===== config.mk =====
export PLATFORM = sky130hd
export DESIGN_NAME = register_bit_access_cells
export DESIGN_NICKNAME = d
export VERILOG_FILES = /design/src/rtl/bit_cell_pkg.sv /design/src/rtl/bit_cell.sv /design/src/rtl/register_bit_access_cells.sv
export SDC_FILE = /design/constraint.sdc
export NUM_CORES = 1
export LEC_CHECK = 0
export ABC_AREA = 1
export ABC_CLOCK_PERIOD_IN_PS = 1400
export BUFFER_PORTS_ARGS = -buffer_cell sky130_fd_sc_hd__buf_2
export CORE_AREA = 2 2 67 69
export DETAILED_ROUTE_END_ITERATION = 10
export DIE_AREA = 0 0 69 71
export GPL_TIMING_DRIVEN = 0
export PLACE_DENSITY = 0.77
export SYNTH_ARGS = -nofsm -noshare
export SYNTH_HDL_FRONTEND = slang
export SYNTH_SLANG_ARGS = --single-unit

===== constraint.sdc =====
create_clock -name ref_clk -period 1.4 [get_ports ref_clk]
set_clock_uncertainty 0.15 [all_clocks]
set_input_delay 0.14 -clock ref_clk [delete_from_list [all_inputs] [get_ports ref_clk]]
set_output_delay 0.14 -clock ref_clk [all_outputs]
set_load 0.01 [all_outputs]

===== src/rtl/bit_cell_pkg.sv =====
// Package holding access kinds and reset values for the register bit cells
package bit_cell_pkg;

    typedef enum logic [3:0] {
        ACC_RW          = 4'h0,
        ACC_RO          = 4'h1,
        ACC_WO          = 4'h2,
        ACC_WC          = 4'h3,
        ACC_ANY_CLR     = 4'h4,
        ACC_RC          = 4'h5,
        ACC_LATCH_LOW   = 4'h6,
        ACC_LATCH_HIGH  = 4'h7,
        ACC_SELF_CLEAR  = 4'h8,
        ACC_SELF_SET    = 4'h9,
        ACC_STICKY_HIGH = 4'hA,
        ACC_RW_ANY_CLR  = 4'hB
    } access_t;

    localparam int  REG_WIDTH     = 16;
    localparam int  RESERVED_BITS = 3;
    localparam logic CELL_RESET   = 1'b0;
    localparam logic SET_RESET    = 1'b1;
    localparam logic [15:0] RD_RESET = 16'h0000;

    typedef enum logic [1:0] {
        ACT_IDLE = 2'b00,
        ACT_BUSY = 2'b01
    } act_state_t;

endpackage


===== src/rtl/bit_cell.sv =====
// One register bit cell with a selectable access kind
`timescale 1ns/1ps
module bit_cell
#(
    parameter bit_cell_pkg::access_t ACCESS = bit_cell_pkg::ACC_RW,
    parameter logic    RST_VAL  = 1'b0,
    parameter bit      KEEP_SRST = 1'b0
) (
    // Clock and resets
    input  wire logic ref_clk,
    input  wire logic rstn,
    input  wire logic soft_rst,
    // Host strobes
    input  wire logic wr_stb,
    input  wire logic rd_stb,
    input  wire logic wr_bit,
    // Hardware side
    input  wire logic hw_cond,
    input  wire logic act_done,
    output logic      value,
    output logic      rd_bit
);
    import bit_cell_pkg::*;

    logic state_ff;
    logic nxt_state;
    wire  w_one = wr_stb & wr_bit;

    always_comb begin
        nxt_state = state_ff;
        case (ACCESS)
            ACC_RW:          if (wr_stb) nxt_state = wr_bit;
            ACC_RO:          nxt_state = hw_cond;
            ACC_WO:          if (wr_stb) nxt_state = wr_bit;
            ACC_WC:          nxt_state = hw_cond | (state_ff & ~w_one);
            ACC_ANY_CLR:     nxt_state = hw_cond | (state_ff & ~wr_stb);
            ACC_RW_ANY_CLR:  nxt_state = hw_cond | (state_ff & ~wr_stb);
            ACC_RC:          nxt_state = hw_cond | (state_ff & ~rd_stb);
            ACC_LATCH_LOW:   nxt_state = ~hw_cond | (state_ff & ~rd_stb);
            ACC_LATCH_HIGH:  nxt_state = hw_cond | (state_ff & ~rd_stb);
            ACC_STICKY_HIGH: nxt_state = hw_cond | (state_ff & ~rd_stb);
            ACC_SELF_CLEAR:  nxt_state = w_one | (state_ff & ~act_done);
            ACC_SELF_SET:    nxt_state = state_ff ? ~(wr_stb & ~wr_bit) : act_done;
            default:         nxt_state = state_ff;
        endcase
    end

    always_ff @(posedge ref_clk or negedge rstn) begin
        if (!rstn) begin
            state_ff <= RST_VAL;
        end else if (soft_rst && !KEEP_SRST) begin
            state_ff <= RST_VAL;
        end else begin
            state_ff <= nxt_state;
        end
    end

    // Write-only data is not returned; reads show zero
    assign rd_bit = (ACCESS == ACC_WO) ? 1'b0 : state_ff;
    assign value  = state_ff;
endmodule


===== src/rtl/register_bit_access_cells.sv =====
// Demonstration register built from the bit cell library
//
// Contract
// - A read-only bit follows hardware and ignores writes.
// - A write-only bit stores writes and returns unspecified (zero) data on reads.
// - A write-one-to-clear bit clears on a written one and keeps on a zero.
// - A write-anything-to-clear bit clears on any write to its register.
// - A read-to-clear bit returns its contents and clears after the read; writes ignored.
// - A latch-low bit captures a low condition and holds it until a register read.
// - A self-clearing bit set by writing one returns to zero after its action.
// - A self-setting bit once cleared returns to one by itself; written ones do nothing.
// - A latch-high status bit stays high until read even if the condition vanishes.
// - After that read the bit follows the condition, high if present, low if gone.
// - Bits kept over soft reset hold their value when soft reset is asserted.
// - A read/write bit stores the written value and returns it on reads.
// - A read/write-any-clear bit returns its value and clears on any write.
`timescale 1ns/1ps
module register_bit_access_cells
#(
    parameter int ACT_CYCLES = 4
) (
    // Clock and resets
    input  wire logic                               ref_clk,
    input  wire logic                               rstn,
    input  wire logic                               soft_rst,
    // Host strobes
    input  wire logic                               wr_stb,
    input  wire logic                               rd_stb,
    input  wire logic [bit_cell_pkg::REG_WIDTH-1:0] wr_data,
    output logic      [bit_cell_pkg::REG_WIDTH-1:0] rd_data,
    // Hardware conditions
    input  wire logic [bit_cell_pkg::REG_WIDTH-1:0] hw_cond,
    output logic      [bit_cell_pkg::REG_WIDTH-1:0] cell_value
);
    import bit_cell_pkg::*;

    localparam access_t KIND [REG_WIDTH] = '{
        ACC_RW, ACC_RO, ACC_WO, ACC_WC, ACC_ANY_CLR, ACC_RC, ACC_LATCH_LOW,
        ACC_LATCH_HIGH, ACC_SELF_CLEAR, ACC_SELF_SET, ACC_STICKY_HIGH,
        ACC_RW_ANY_CLR, ACC_RW, ACC_RO, ACC_RO, ACC_RO};

    // Self-setting cells wake up set, all others clear
    function automatic logic cell_rst_val(input access_t kind);
        return (kind == ACC_SELF_SET) ? SET_RESET : CELL_RESET;
    endfunction

    logic [REG_WIDTH-1:0] val_w;
    logic [REG_WIDTH-1:0] rd_w;
    logic [REG_WIDTH-1:0] rd_ff;
    logic [REG_WIDTH-1:0] val_ff;
    act_state_t           act_ff;
    act_state_t           nxt_act;
    logic [7:0]           cnt_ff;
    logic [7:0]           nxt_cnt;
    logic                 done_w;

    // Action timer shared by the self-clearing and self-setting bits
    wire start_w = (wr_stb & wr_data[8]) | (val_w[9] == 1'b0 && act_ff == ACT_IDLE);
    assign done_w  = (act_ff == ACT_BUSY) && (cnt_ff == 8'(ACT_CYCLES - 1));

    always_comb begin
        nxt_act = act_ff;
        nxt_cnt = cnt_ff;
        case (act_ff)
            ACT_IDLE: if (start_w) begin
                nxt_act = ACT_BUSY;
                nxt_cnt = 8'h00;
            end
            // Restart on a set at the done edge so the bit cannot stick high
            ACT_BUSY: if (done_w && start_w) begin
                nxt_cnt = 8'h00;
            end else if (done_w) begin
                nxt_act = ACT_IDLE;
            end else begin
                nxt_cnt = cnt_ff + 8'h01;
            end
            default: nxt_act = ACT_IDLE;
        endcase
    end

    always_ff @(posedge ref_clk or negedge rstn) begin
        if (!rstn) begin
            act_ff <= ACT_IDLE;
            cnt_ff <= 8'h00;
        end else begin
            act_ff <= nxt_act;
            cnt_ff <= nxt_cnt;
        end
    end

    genvar i;
    generate
        for (i = 0; i < REG_WIDTH; i++) begin : g_cell
            bit_cell #(
                .ACCESS   (KIND[i]),
                .RST_VAL  (cell_rst_val(KIND[i])),
                .KEEP_SRST(i == 12)
            ) u_cell (
                .ref_clk (ref_clk),
                .rstn    (rstn),
                .soft_rst(soft_rst),
                .wr_stb  (wr_stb),
                .rd_stb  (rd_stb),
                .wr_bit  (wr_data[i]),
                .hw_cond (hw_cond[i]),
                .act_done(done_w),
                .value   (val_w[i]),
                .rd_bit  (rd_w[i])
            );
        end
    endgenerate

    // Reserved top bits read as zero; software must not rely on them
    always_ff @(posedge ref_clk or negedge rstn) begin
        if (!rstn) begin
            rd_ff  <= RD_RESET;
            val_ff <= RD_RESET;
        end else begin
            rd_ff  <= rd_stb ? {{RESERVED_BITS{1'b0}}, rd_w[REG_WIDTH-RESERVED_BITS-1:0]}
                             : rd_ff;
            val_ff <= val_w;
        end
    end

    assign rd_data    = rd_ff;
    assign cell_value = val_ff;
endmodule


# Word level (Yosys, flattened, before mapping)
# Index checks and enable logic that the tools add are counted.
[totals]
ff_bits = 54
in_bits = 37
output_inout_bits = 32
[classes]
n_addsub = 1
n_eq_ne = 6
mux = 26
bitwise = 28
reduce_logical = 8
[ops]
columns = ["operator", "n"]
rows = [
  ["2-to-1 mux 8 bit", 3],
  ["2-to-1 mux 1 bit", 18],
  ["one-hot mux 8 bit (2 select lines)", 1],
  ["bitwise AND 1 bit", 11],
  ["bitwise OR 1 bit", 9],
  ["adder 8 x 1 -> 8 bit (second input constant)", 1],
  ["equality test 8 x 2 -> 1 bit (second input constant)", 1],
  ["inverter 1 bit", 8],
  ["2-to-1 mux 2 bit", 3],
  ["!= test 2 bit (second input constant)", 3],
  ["AND reduction 3 bit", 2],
  ["one-hot mux 2 bit (2 select lines)", 1],
  ["nonzero test 2 bit", 2],
  ["logical AND 1 bit", 3],
  ["!= test 3 x 2 -> 1 bit (second input constant)", 1],
  ["equality test 2 x 1 -> 1 bit (second input constant)", 1],
  ["logical NOT 2 bit", 1],
]

# Longest topological paths before layout
[logic_depth]
ltp_word = 6
ltp_mapped = 7

# By module
# From an unflattened synthesis, not the netlist that was laid out.
[hier_totals]
cells_unflattened = 219
area_unflattened_um2 = 2293.4
[modules_own_cells]
columns = ["module", "instances", "cells_each", "area_per_inst_um2"]
rows = [
  ["register_bit_access_cells", 1, 127, 1488.9],
  ["bit_cell at g_cell[10].u_cell ...", 7, 6, 52.6],
  ["bit_cell at g_cell[13].u_cell ...", 4, 4, 42.5],
  ["bit_cell at g_cell[9].u_cell", 1, 8, 61.3],
  ["bit_cell at g_cell[2].u_cell", 1, 8, 56.3],
  ["bit_cell at g_cell[0].u_cell", 1, 7, 52.6],
  ["bit_cell at g_cell[6].u_cell", 1, 5, 48.8],
  ["bit_cell at g_cell[12].u_cell", 1, 6, 47.5],
]

# Worst setup path before layout
# Ideal clock, no wire load.
[synth_timing]
path_type = "flip-flop to flip-flop"
start = "register cnt_ff[0]"
end = "register cnt_ff[6]"
arrival_time_ns = 0.990
path_slack_ns = 0.143
stages_incl_launch_ff = 8
path_buffers = 0
period_less_slack_ns = 1.257
path_cell_list = "dfrtp_1 -> ha_1 -> inv_1 -> nor2_2 -> nand2_2 -> nand2_4 -> nand3_1 -> nand2_1"
[synth_between]
elab_chain_cells = 5
[synth_rtl]
columns = ["element", "line_no", "source"]
rows = [
  ["from (decl)", "register_bit_access_cells.sv:53", "logic [7:0] cnt_ff;"],
  ["from (signal assigned)", "register_bit_access_cells.sv:87", "cnt_ff <= nxt_cnt;"],
  ["parallel branches: the longest is 5 deep, another holds adder 8 x 1 -> 8 bit", "n/a", ""],
]
# Several ways; the timed one is not identified. The select of a mux whose other input is x is not followed.
# A chain may end at the register's enable or synchronous reset.

# Worst setup path in the final report
[layout_timing]
start = "register cnt_ff[0]"
end = "register cnt_ff[7]"
# The elaborated chain is that of the path after synthesis.

==> out/metrics.yaml <==
cells_and_area:
  fin_area_um2: 2630
  num_antenna_cells: 0
  layout-drive-gt1-share_pct: 25.27
  area_delta_synth_final_pct: 31.05
  fillCellCount: 347
  final_nets: 318
  final_util_pct: 62.56
cts:
  cts_made_buffers: 5
  cts.sinks: 53
  cts_max_path_buffers: 2
  htreeDepth: 2
  cts_tree: "yes"
  root_buffer: "clkbuf_8"
  path_clk_slew_ns: 0.10
  clock_latency_ns: 0.30
logic_synthesis:
  synth_top_area_share_pct: 64.84
  syn_inst: 202
  synth_area_per_cell_um2: 9.935
  synth_cell_types: 23
  synth_area_leader_cell: "dfrtp_1"
  synth_top_family_by_area: "simple AND/OR/NAND/NOR gates"
  synthSimpleGateAreaFrac_pct: 21.45
  synthMuxAreaShare_pct: 0
  yosys_warnings: 0
  synth.yosys.seq_area_share_pct: 66.15
  synth-xor-area-share_pct: 0
  synthTopCellsByArea: "dfrtp_1 (65%), nand2_1 (11%), nand3_1 (5.0%), inv_1 (3.6%), nor2_1 (2.4%)"
  synth_seq_cells: 53
  syn-cell-area_um2: 2007
  synth_compound_area_share_pct: 4.489
  synth_fa_ha_area_share_pct: 0.6234
worst_hold_path:
  min_path_type: "input port to asynchronous set/reset pin"
floorplan:
  die_area_um2: 4899
  initial_core_util_pct: 47.74
  io_pins: 69
  num_rows: 24
  core_area_um2: 4204
  fp.dieW_um: 69
  fp.dieH_um: 71
worst_setup_path:
  max_stage_delay_ns: 0.38
  cp.required_ns: 1.49
  reg2reg_slack_ns: 0.09
  path_class: "register to register"
  cp_common_cell: "nand2_4"
  crit_fanout: 5
  arrival_ns: 1.40
  worstSetupStartpointType: "register"
  path_buf_inv: 1
  end_kind: "register"
  crit_path_top_delay_cell: "dfrtp_1"
  cp_top_family: "simple AND/OR/NAND/NOR gates"
  crit_chain: "ha_2 -> inv_2 -> nor2_4 -> nand2_4 -> nand2_4 -> nand3_1 -> nand2_1"
detailed_routing:
  drtAntennaViolNets: 0
  first_iter_violations: 165
  wl_per_cell_um: 12.37
  wirelength_um: 4118
  vias: 1594
  routed_via_density: 4.787
  dr.pass1.iters: 4
  drc: 0
placed_design:
  place_area_um2: 2328
  dpl.hpwl_um: 2643
  portBuffers: 49
  routabilityCongestion: 0.8247
global_route:
  grt_pass1_vias: 1494
  globalRouteOverflowTotal: 0
  grt_first_pass_wirelength_um: 6630
  grt_antenna_before_repair: 0
  grt_start_max_net_pins: 54
  globalRouteTotalUtil_pct: 17.10
timing:
  finalSetupViolations: 0
  hold_viol: 52
  fin_hold_ws_ns: -0.1012
  rsz0062_at_grt: "true"
  slew_headroom_pct: 24.49
  min_period_over_period_pct: 93.89
  finalCriticalPeriod_ns: 1.314
  tightest_slew_ns: 1.133
  fmax_mhz: 760.8
  slew_violations: 0
power:
  p_leak_nw: 1.451
  ir_drop_mv: 0.8542
  power.total_mw: 3.717
  p_per_area_nw_per_um2: 1413
outcome:
  failed_checks: "negative hold slack"
  status: "complete, but fails checks"
job:
  drv_cap: 0
placed cells by master, fill, tap and decap left out, types with 5 or more instances in the layout:
cell type,instances
o21ai_0,6
clkbuf_8,6
buf_2,49
dlygate4sd3_1,17
inv_1,18
buf_4,5
nand2_1,60
a21oi_1,8
nand3_1,20
dfrtp_1,52
nor2_1,13
layer usage:
metal | wire length (µm) | global-route usage, %
met4 | 70 | 6.100
met2 | 2072 | 28.21
met5 | 0 | 0
met1 | 1782 | 22.31
met3 | 194 | 4.131
kinds of logic (layout without fill, tap and decap cells):
logic type,after synthesis,in the layout
compound gates,17,17
buf+inv,29,104
flops,53,53
other cells,1,4
simple gates,101,102
fa+ha+maj,1,1
stage by stage:
stage	TNS (ns)	std cells	setup slack, ns
after floorplan	0	205	0.1429
after global placement	0	306	0.06758
after detailed placement	0	306	0.04662
after CTS	0	333	0.008781
after global routing	-0.01226	333	-0.01036
final	0	333	0.08560
flip-flops by register name, summed over array words and instances (netlist names):
| register | flops |
|---|---|
| g_cell.u_cell.value | 1 |
| rd_data | 12 |
| g_cell.u_cell.rd_bit | 15 |
| cnt_ff | 8 |
| cell_value | 16 |
| act_ff | 1 |
final cells by class:
class	count	area [µm²]	share of cell area (%)
inverters	20	75.07	2.854
clock inverters	2	15.01	0.5709
clock buffers	6	72.57	2.759
repair buffers	67	430.4	16.37
flip-flops and latches	53	1328	50.48
multi-input cells	124	576.8	21.93
plain buffers	9	67.56	2.569
well taps	52	65.06	2.474
where the power goes:
group | switching, mW | leakage, nW | total (mW) | internal (mW)
clock network | 0.484 | 0.0374 | 0.837 | 0.353
registers | 0.140 | 0.669 | 1.88 | 1.74
logic | 0.598 | 0.744 | 1.00 | 0.406
total | 1.22 | 1.45 | 3.72 | 2.49
worst paths after layout:
kind / start / end / cells after the start
worst max-delay path: cnt_ff[0]$_DFFE_PN0P_ / cnt_ff[7]$_DFFE_PN0P_ / 7
worst min-delay path: rstn / rd_data[4]$_DFFE_PN0P_ / 1
worst max register to register: cnt_ff[0]$_DFFE_PN0P_ / cnt_ff[7]$_DFFE_PN0P_ / 7
worst min register to register: g_cell[15].u_cell.rd_bit$_DFF_PN0_ / cell_value[15]$_DFF_PN0_ / 0
max in group asynchronous: rstn / g_cell[15].u_cell.rd_bit$_DFF_PN0_ / 1
min in group ref_clk: wr_stb / g_cell[8].u_cell.rd_bit$_DFF_PN0_ / 3
timing repair:
action,4_1_cts,5_1_grt
endpoints found under the setup margin,0,12
resized for setup,0,8
hold buffers,19,1
setup buffers,0,1
hold endpoints to repair,68,31
synth_stat cells, drive strengths merged:
cell,instances
nand2,62
dfrtp,52
nand3,20
inv,19
nor2,15
a21oi,8
o21ai,7
buf,6
clkbuf,3
nand4,3
clkinv,1
conb,1
dfstp,1
ha,1
nand3b,1
o21a,1
o31ai,1
Power figures use the tool's default switching activity.
